[src/logic/sclkr_pkg.sv]
// constants and carrier types for the suspend clock and refresh block
package sclkr_pkg;

  // ****************************************************************
  // codes and timing
  // ****************************************************************
  localparam int CODE_W = 5;
  localparam logic [CODE_W-1:0] CODE_SUSPEND = 5'h15;
  localparam logic [CODE_W-1:0] CODE_RESUME = 5'h16;
  localparam int CLK_PERIOD_NS = 40;
  localparam int REFRESH_WIDTH_NS = 1000;
  localparam int REFRESH_TOL_NS = 500;
  // one refresh per half period of the timekeeping crystal
  localparam int REFRESH_PERIOD_NS = 15260;
  localparam int REFRESH_CYCLES = REFRESH_WIDTH_NS / CLK_PERIOD_NS;
  localparam int REFRESH_CNT_W = $clog2(REFRESH_CYCLES + 1);
  localparam logic [CODE_W-1:0] CODE_RESET = 5'h00;

  // ****************************************************************
  // carrier types
  // ****************************************************************
  // peripheral selects, active low
  typedef struct packed {
    logic serial_a_select_n;
    logic serial_b_select_n;
    logic parallel_select_n;
  } sclkr_sel_t;

  localparam sclkr_sel_t SEL_IDLE = 3'h7;

  typedef enum logic [1:0] {
    CK_FAST,
    CK_PARK_SLOW,
    CK_SLOW,
    CK_PARK_FAST
  } sclkr_ck_t;

endpackage

[src/logic/sclkr_top.sv]
// suspend entry and exit, system clock source switch, suspend dram refresh
`timescale 1ns/100ps
module sclkr_top
  import sclkr_pkg::*;
(
  input wire logic i_clk,
  input wire logic i_arst_n,
  input wire logic i_fast_crystal,
  input wire logic i_timekeeping_crystal,
  input wire logic [CODE_W-1:0] i_select_code_lines,
  input wire logic i_decode_enable_n,
  input wire logic i_io_write_n,
  input wire sclkr_sel_t i_decoded_sel,
  output logic o_system_clock_out,
  output logic o_suspend_refresh_pulse,
  output sclkr_sel_t o_sel,
  output logic o_periph_clk_en,
  output logic o_suspended,
  output logic [CODE_W-1:0] o_latched_code
);

  // ****************************************************************
  // state
  // ****************************************************************
  // clock source switch
  sclkr_ck_t ck_q;
  sclkr_ck_t ck_d;
  logic out_q;
  logic out_d;
  logic out_prev_q;
  // suspend latch
  logic susp_q;
  logic susp_d;
  logic [CODE_W-1:0] code_q;
  logic [CODE_W-1:0] code_d;
  sclkr_sel_t sel_q;
  sclkr_sel_t sel_d;
  // refresh
  logic slow_prev_q;
  logic [REFRESH_CNT_W-1:0] ref_cnt_q;
  logic [REFRESH_CNT_W-1:0] ref_cnt_d;
  logic ref_q;

  // ****************************************************************
  // code qualification
  // ****************************************************************
  // true when the code lines carry the given code
  function automatic logic code_is(
    input logic [CODE_W-1:0] lines,
    input logic [CODE_W-1:0] want
  );
    return lines == want;
  endfunction

  // clock out history: a fall is seen one cycle after it is launched
  wire out_fall;
  wire code_suspend_seen;
  wire code_resume_seen;
  wire strobe_active;
  wire enter_hit;
  wire exit_hit;
  wire slow_edge;
  assign out_fall = out_prev_q & ~out_q;
  assign code_suspend_seen = code_is(i_select_code_lines, CODE_SUSPEND);
  assign code_resume_seen = code_is(i_select_code_lines, CODE_RESUME);
  assign strobe_active = ~i_decode_enable_n & ~i_io_write_n;
  assign enter_hit = out_fall & code_suspend_seen & strobe_active;
  assign exit_hit = out_fall & code_resume_seen;
  // any change of the slow crystal marks one half period
  assign slow_edge = i_timekeeping_crystal ^ slow_prev_q;

  // ****************************************************************
  // suspend latch
  // ****************************************************************
  // codes off a clock fall, or the wrong code for the state, are ignored
  // selects are latched from the live decode of the entry cycle
  always_comb begin
    susp_d = susp_q;
    code_d = code_q;
    sel_d = sel_q;
    if (!susp_q && enter_hit) begin
      susp_d = 1'b1;
      code_d = i_select_code_lines;
      sel_d = i_decoded_sel;
    end else if (susp_q && exit_hit) begin
      susp_d = 1'b0;
      code_d = CODE_RESET;
      sel_d = SEL_IDLE;
    end
  end

  // ****************************************************************
  // clock source switch
  // ****************************************************************
  // the switch only starts while clock out is low, and each park state
  // waits for the new source to be low too, so no short high phase can
  // reach the system controller in either direction
  always_comb begin
    ck_d = ck_q;
    out_d = out_q;
    case (ck_q)
      CK_FAST: begin
        out_d = i_fast_crystal;
        if (susp_q && !out_q) begin
          ck_d = CK_PARK_SLOW;
          out_d = 1'b0;
        end
      end
      // park low until slow source is low
      CK_PARK_SLOW: begin
        out_d = 1'b0;
        if (!i_timekeeping_crystal) begin
          ck_d = CK_SLOW;
        end
      end
      CK_SLOW: begin
        out_d = i_timekeeping_crystal;
        if (!susp_q && !out_q) begin
          ck_d = CK_PARK_FAST;
          out_d = 1'b0;
        end
      end
      // park low until fast source is low
      CK_PARK_FAST: begin
        out_d = 1'b0;
        if (!i_fast_crystal) begin
          ck_d = CK_FAST;
        end
      end
      default: begin
        ck_d = CK_FAST;
        out_d = 1'b0;
      end
    endcase
  end

  // ****************************************************************
  // refresh pulse
  // ****************************************************************
  // a pulse already running when suspend ends is allowed to finish,
  // so the dram never sees a runt refresh
  wire ref_start;
  wire ref_running;
  wire ref_busy_next;
  assign ref_start = susp_q & slow_edge;
  assign ref_running = (ref_cnt_q != '0);
  assign ref_busy_next = (ref_cnt_d != '0);

  always_comb begin
    ref_cnt_d = ref_cnt_q;
    // one pulse per slow half period
    if (ref_start) begin
      ref_cnt_d = REFRESH_CNT_W'(REFRESH_CYCLES);
    end else if (ref_running) begin
      ref_cnt_d = ref_cnt_q - 1'b1;
    end
  end

  // ****************************************************************
  // registers
  // ****************************************************************
  // clock source state and the registered clock out
  always_ff @(posedge i_clk or negedge i_arst_n) begin
    if (!i_arst_n) begin
      ck_q <= CK_FAST;
      out_q <= 1'b0;
      out_prev_q <= 1'b0;
    end else begin
      ck_q <= ck_d;
      out_q <= out_d;
      out_prev_q <= out_q;
    end
  end

  // suspend flag, latched code and held selects
  always_ff @(posedge i_clk or negedge i_arst_n) begin
    if (!i_arst_n) begin
      susp_q <= 1'b0;
      code_q <= CODE_RESET;
      sel_q <= SEL_IDLE;
    end else begin
      susp_q <= susp_d;
      code_q <= code_d;
      sel_q <= sel_d;
    end
  end

  // slow crystal history and refresh pulse counter
  always_ff @(posedge i_clk or negedge i_arst_n) begin
    if (!i_arst_n) begin
      slow_prev_q <= 1'b0;
      ref_cnt_q <= '0;
      ref_q <= 1'b0;
    end else begin
      slow_prev_q <= i_timekeeping_crystal;
      ref_cnt_q <= ref_cnt_d;
      ref_q <= ref_busy_next;
    end
  end

  // ****************************************************************
  // outputs
  // ****************************************************************
  assign o_system_clock_out = out_q;
  assign o_suspend_refresh_pulse = ref_q;
  // held selects are and-ed with live decode
  wire sclkr_sel_t sel_hold;
  assign sel_hold = sel_q & i_decoded_sel;
  assign o_sel = susp_q ? sel_hold : i_decoded_sel;
  assign o_periph_clk_en = ~susp_q;
  assign o_suspended = susp_q;
  assign o_latched_code = code_q;

endmodule

[config.mk]
export PLATFORM = sky130hd
export DESIGN_NAME = sclkr_top
export DESIGN_NICKNAME = d
export VERILOG_FILES = /design/src/logic/sclkr_pkg.sv /design/src/logic/sclkr_top.sv
export SDC_FILE = /design/constraint.sdc
export NUM_CORES = 1
export LEC_CHECK = 0
export BUFFER_PORTS_ARGS = -buffer_cell sky130_fd_sc_hd__buf_2
export CORE_ASPECT_RATIO = 0.8
export CORE_MARGIN = 8
export CORE_UTILIZATION = 37
export DETAILED_ROUTE_END_ITERATION = 10
export PLACE_DENSITY_LB_ADDON = 0.2
export SLEW_MARGIN = 15
export SYNTH_ARGS = -nofsm -noshare
export SYNTH_HDL_FRONTEND = slang
export SYNTH_SLANG_ARGS = --single-unit
[constraint.sdc]
create_clock -name i_clk -period 1.8 [get_ports i_clk]
set_input_delay 0.09 -clock i_clk [delete_from_list [all_inputs] [get_ports i_clk]]
set_output_delay 0.09 -clock i_clk [all_outputs]
set_load 0.1 [all_outputs]
==> summary.txt, run 1 <==
Cells and area
  • Area added between synthesis and finish: 22.6%
  • Final nets: 159
  • Ant diodes: 0
  • Share of layout cells above drive strength 1: 32.6%
  • Design area: 1360 µm²
  • Fin cells: 176

Logic synthesis
  • Yosys warning total: 0
  • Top-area cell type share of the netlist area: 38.5%
  • Synth top area cells: dfrtp_1, dfstp_2, ha_1
  • Syn Inst Count: 109
  • Sequential area share after synthesis: 45.6%
  • Synth Area in Compound Gates: 22.7%
  • Post-synth EDFFs: 0
  • Synthesized cell area: 1110 µm²
  • Synth Area in Simple Gates: 17.9%
  • XOR/XNOR share of the synthesized area: 0.792%
  • Synth unique cells: 41
  • Post-synthesis average cell area: 10.1 µm²
  • Mapped Nets: 129
  • Largest family of logic cells by synthesized area: compound AO/OA/AOI/OAI gates
  • Mux contribution to synthesized area: 0.905%
  • Post-synth top flop: dfrtp_1
  • Async SR Flop Fraction: 100%
  • #FFs+latches synth: 20
  • Synth area leader: dfrtp_1
  • Synth Area in Adders: 6.79%

Detailed routing
  • Post-DR vias/cell: 4.99
  • Detailed Routing Iterations Pass 1: 4
  • WL/cell: 13.3 µm
  • Via Count: 878
  • Drt initial violations: 32
  • DRT Wirelength: 2.35 mm
  • DRC violations left: 0
  • DRT antenna net count: 0

Power and ir drop
  • Leakage: 0.000678 µW
  • Power Dens Cells: 1420 nW/µm²
  • Max VDD drop: 0.935 mV

Worst setup path
  • Critical Path Source Type: flip-flop
  • Worst path slowest cell: or4b_4
  • WS Path Type: flip-flop to flip-flop
  • Top delay family on crit path: simple AND/OR/NAND/NOR gates
  • Crit path DAT: 1.84 ns
  • Max incr delay on CP: 0.51 ns
  • Number of buffer and inverter stages on the critical path: 1
  • Crit end category: flip-flop
  • Cell-by-cell trace of the critical path: inv_1, ha_2, or4b_4, mux2i_1, o2111ai_1
  • Crit path required time: 1.91 ns
  • Critical Path Fanout Max: 7

Timing
  • Final Slew Violations: 0
  • Slew HR: 67.2%
  • Clock Skew: 0.00131 ns
  • Post-route clock period utilization: 95.9%
  • Slew @ Worst Pin: 0.495 ns
  • Final hold violations: 0
  • Max Clock Freq: 0.579 GHz
  • TNS Setup: 0 ns
  • Fin crit period: 1.73 ns
  • Final setup vio count: 0

Outcome
  • Status: finished clean

Global route
  • GRT Overall Usage: 9.38%
  • GRT overflow: 0
  • First-pass GRT wire length: 3.91 mm
  • Vias in the first global route: 824
  • Largest net degree at the start of global routing: 21
  • Antenna violations before repair: 0

Die
  • I/O pin count: 26
  • Rows: 17
  • CORE AREA: 2810 µm²
  • Die height: 64.9 µm
  • Initial Utilization: 39.4%
  • Die Area: 5010 µm²
  • Chip Width: 77.1 µm

Placed design
  • Detailed Place HPWL: 1.80 mm
  • Area after DPL: 1280 µm²
  • Port bufs: 25
  • Gpl congestion: 0.794
  • Placed Cells: 170

Flow run
  • # Max-Cap Violations: 0

Clock network
  • CTS tree: done
  • Postcts setup bufs: 0
  • Worst skew pair latency: 0.25 ns
  • Root buffer cell: clkbuf_8
  • Number of CTS-inserted buffers: 3
  • # clock sinks: 20
  • CTS H-tree depth: 1
  • Worst-path clk slew: 0.07 ns
  • Max Root-Sink Buffers: 2

Min path
  • Hold WC Path Type: input port to flip-flop
-- what timing repair did --
action | in CTS | in global routing
gates resized for setup | 0 | 2
hold buffers | 2 | 0
endpoints found under the setup margin | 0 | 2
endpoints found under the hold margin | 18 | 0
-- routing by layer --
| metal | wire (µm) | global-route usage (%) | part of all wire, % | vias up |
|---|---|---|---|---|
| met1 | 1130 | 12.0 | 48 | 409 |
| met4 | 11 | 1.41 | 0.47 | 0 |
| met5 | 0 | 0 | 0 | - |
| met2 | 1120 | 15.0 | 48 | 12 |
| li1 | - | - | - | 455 |
| met3 | 86 | 3.44 | 3.7 | 2 |
-- cell usage after synthesis, types with 2 or more instances --
cell type / n
o21ai_0: 5
or2_2: 2
nand2b_1: 3
a211oi_1: 7
nor2b_1: 2
a21o_1: 5
ha_1: 6
and2_1: 2
nand2_1: 5
dfrtp_1: 17
nand3_1: 3
dfstp_2: 3
a21oi_1: 3
inv_1: 12
buf_2: 2
a21boi_0: 2
nor2_1: 3
o21a_1: 4
-- power breakdown --
group	total [µW]	leakage, µW	internal, µW	switching (µW)
clock	291	0.0000228	157	134
sequential	700	0.000244	567	132
combinational	934	0.000411	354	580
total	1920	0.000678	1080	846
-- logic make-up after synthesis --
| family | count (synthesis) |
|---|---|
| adder cells (fa/ha/maj) | 6 |
| AND/OR/NAND/NOR | 31 |
| flip-flops | 20 |
| XOR/XNOR | 1 |
| AO/OA/AOI/OAI | 35 |
| multiplexers | 1 |
| buffers and inverters | 15 |
-- placed cells by master, fill, tap and decap left out, types with 2 or more instances in the layout --
cell	Yosys	routed
a21oi_1	3	3
o21a_2	0	3
buf_2	2	25
inv_1	12	11
and2_1	2	2
o21ai_0	5	5
dfstp_2	3	3
a211oi_1	7	7
or2_2	2	2
ha_1	6	5
nor2b_1	2	2
dfrtp_1	17	15
a21o_1	5	5
a21boi_0	2	2
nand3_1	3	3
nor2_1	3	3
nand2b_1	3	3
nand2_1	5	5
clkbuf_8	0	3
dlygate4sd3_1	0	2
-- worst min-delay path: cells and delay by family --
| family | cells | cell delay [ns] |
|---|---|---|
| compound gates | 1 | 0.05 |
| buf+inv | 2 | 0.14 |
-- path summary, 6_finish.rpt --
| kind | depth (start not counted) | to | startpoint | slack (ns) |
|---|---|---|---|---|
| setup / recovery | 5 | o_suspend_refresh_pulse$_DFF_PN0_ | ref_cnt_q[0]$_DFF_PN0_ | 0.07 |
| hold / removal | 3 | sel_q[1]$_DFFE_PN1P_ | i_decoded_sel[1] | 0.04 |
| setup reg to reg | 5 | o_suspend_refresh_pulse$_DFF_PN0_ | ref_cnt_q[0]$_DFF_PN0_ | 0.07 |
| hold reg to reg | 0 | out_prev_q$_DFF_PN0_ | o_system_clock_out$_DFF_PN0_ | 0.43 |
| max in group asynchronous | 2 | o_suspended$_DFFE_PN0P_ | i_arst_n | 1.15 |
| min in group asynchronous | 2 | ck_q[0]$_DFFE_PN0P_ | i_arst_n | 0.31 |
-- area by class of cell --
cell class	instances	area [µm²]
sequential	20	509
inverter	12	48.8
fill	291	1450
tap	38	47.5
timing repair buffer	28	153
clock buffer	4	45.0
multi-input combinational	74	553
-- stage by stage --
step | util, % | hold slack, ns | total power [µW] | worst slack, ns
finish | 48.3 | 0.0444 | 1920 | 0.0733
CTS | 48.1 | 0.0368 | 1930 | 0.0337
global route | 48.3 | 0.0516 | 2080 | -0.0292
floorplan | - | -0.206 | 1440 | -0.0422
global placement | 45.8 | 0.0604 | 1600 | 0.118
detailed placement | 45.8 | 0.0651 | 1620 | 0.0583
-- state kept, by name, summed over array words and instances (netlist names) --
register                 count
o_suspend_refresh_pulse      1
out_prev_q                   1
ref_cnt_q                    5
o_latched_code               5
o_suspended                  1
slow_prev_q                  1
o_system_clock_out           1
ck_q                         2
sel_q                        3
Power figures use the tool's default switching activity.
==> run 2: changes to the inputs <==
BUFFER_PORTS_ARGS = default   (was -buffer_cell sky130_fd_sc_hd__buf_2)
CORE_MARGIN = 4   (was 8)
DONT_BUFFER_PORTS = 1   (was default)
==> run 2 against run 1 <==
Against the previous run:
- sequential power down 2%
- sequential share of layout area up 0.069 points
- core utilization down 0.089 points
- via count up 0.11%
- largest power group unchanged
- first-iteration DRC count up 56%
- flip-flop and latch count unchanged
- clock power up 18%
- critical endpoint unchanged
- die area down 21%
- clock-buffer cell count unchanged
- combinational power up 3.0%
- critical path type unchanged
- global-route usage up 3.4 points
- total power up 3.5%
- largest cell class unchanged
==> summary.txt, run 2 (same netlist as run 1, synthesis figures left out) <==
Detailed routing
  • DRT antenna net count: 0
  • DRT Wirelength: 2.33 mm
  • Drt initial violations: 50
  • Post-DR vias/cell: 5.33
  • DRC violations left: 0
  • Via Count: 879
  • Detailed Routing Iterations Pass 1: 4
  • WL/cell: 14.1 µm

Die
  • Rows: 17
  • Die Area: 3930 µm²
  • I/O pin count: 26
  • CORE AREA: 2810 µm²
  • Die height: 56.9 µm
  • Initial Utilization: 39.4%
  • Chip Width: 69.1 µm

Global route
  • Largest net degree at the start of global routing: 21
  • First-pass GRT wire length: 4.06 mm
  • GRT Overall Usage: 12.7%
  • Vias in the first global route: 865
  • GRT overflow: 0
  • Antenna violations before repair: 0

Clock network
  • Worst skew pair latency: 0.26 ns
  • Worst-path clk slew: 0.08 ns
  • CTS H-tree depth: 1
  • # clock sinks: 20
  • Postcts setup bufs: 0
  • Max Root-Sink Buffers: 2
  • Number of CTS-inserted buffers: 3
  • CTS tree: done
  • Root buffer cell: clkbuf_8

Cells and area
  • Register area: 509 µm²
  • Fin cells: 165
  • Most common cell after layout, fill and taps aside: dfrtp_1
  • Final nets: 148
  • Area of the multi-input gates: 551 µm²
  • FILL cells: 278
  • Ant diodes: 0
  • Area added between synthesis and finish: 22.4%
  • Share of layout cells above drive strength 1: 23.6%
  • Most frequent cells in the layout: dfrtp_1, inv_1, buf_4, a211oi_1

Timing
  • Slew @ Worst Pin: 0.894 ns
  • Final setup vio count: 0
  • Post-route clock period utilization: 92.7%
  • Fin crit period: 1.67 ns
  • Final Slew Violations: 0
  • Final hold violations: 0
  • RSZ-0062 raised after global routing: no
  • Hold WS: 0.0369 ns
  • Max Clock Freq: 0.600 GHz
  • Clock Skew: 0.00725 ns
  • Slew HR: 40.2%

Worst setup path
  • Worst path slowest cell: or4b_4
  • Critical Path Fanout Max: 6
  • Max incr delay on CP: 0.53 ns
  • Crit path DAT: 1.79 ns
  • WS Path Type: flip-flop to flip-flop
  • Crit end category: flip-flop
  • Cell-by-cell trace of the critical path: inv_1, ha_1, or4b_4, mux2i_1, o2111ai_1
  • Critical Path Source Type: flip-flop
  • CP Launch Point: ref_cnt_q[1]$_DFF_PN0_
  • Crit path required time: 1.92 ns
  • R2R Path Start: ref_cnt_q[1]$_DFF_PN0_

Placed design
  • Port bufs: 0
  • Gpl congestion: 0.891
  • Detailed Place HPWL: 1.72 mm
  • Placed Cells: 155

Min path
  • Hold path start: i_select_code_lines[1]
  • Hold WC Path Type: input port to flip-flop

Power and ir drop
  • Power Dens Cells: 1470 nW/µm²
  • Max VDD drop: 0.677 mV
  • Leakage: 0.000647 µW

Flow run
  • # Max-Cap Violations: 0

Outcome
  • Status: finished clean
-- run 2: cell count changes in the layout (fill, tap and decap cells not counted) --
cell,before,now
buf_2,25,0
buf_4,1,11
dlygate4sd3_1,2,6
clkbuf_1,1,0
clkbuf_8,3,4
ha_1,5,6
ha_2,1,0
-- run 2: routing by layer --
metal	vias to the layer above	global-route usage [%]	part of all wire (%)
met5	-	0	0
met4	0	4.46	0.81
met3	2	4.29	4.0
met2	15	21.6	50
met1	429	15.2	45
li1	433	-	-
-- run 2: report_power, final --
part           internal (µW)  switching [µW]  leakage [µW]  total [µW]
combinational            369             593      0.000375         962
sequential               566             121      0.000244         687
clock                    195             148     0.0000288         342
-- run 2: final cells by class --
cell class / instances / area share (%)
Sequential cell: 20 / 37.6
Inverter: 12 / 3.60
Multi-Input combinational cell: 74 / 40.7
Tap cell: 38 / 3.51
Timing Repair Buffer: 17 / 10.5
Clock buffer: 4 / 4.07
-- run 2: worst max-delay path: cells and delay by family, from the launching register on --
family,cells,cell delay (ns)
AOI/OAI and AO/OA,1,0.11
adders and majority gates,1,0.24
buffers and inverters,1,0.07
DFF,1,0.41
muxes,1,0.17
and+or+nand+nor,1,0.53
-- run 2: path summary, 6_finish.rpt --
check	to	slack [ns]	depth (start not counted)
worst max-delay path	o_suspend_refresh_pulse$_DFF_PN0_	0.13	5
worst min-delay path	o_suspended$_DFFE_PN0P_	0.04	2
worst max register to register	o_suspend_refresh_pulse$_DFF_PN0_	0.13	5
worst min register to register	out_prev_q$_DFF_PN0_	0.46	0
max in group asynchronous	o_suspended$_DFFE_PN0P_	0.75	1
min in group asynchronous	ref_cnt_q[1]$_DFF_PN0_	0.40	1
-- run 2: metrics by stage --
stage                     setup TNS, ns  area, µm²  utilization [%]  setup slack [ns]  total power, µW
final                                 0       1350             48.2             0.132             1990
after global routing                  0       1350             48.2            0.0602             2140
after global placement                0       1230             44.0             0.169             1600
after floorplan                  -0.127       1120                -           -0.0422             1440
after detailed placement              0       1230             44.0             0.112             1630
after CTS                             0       1350             48.1            0.0984             1990
-- run 2: repair_timing --
action	in CTS	in global routing
endpoints found under the hold margin	25	0
setup endpoints to repair	0	1
gates resized for setup	0	1
hold buffers	6	0
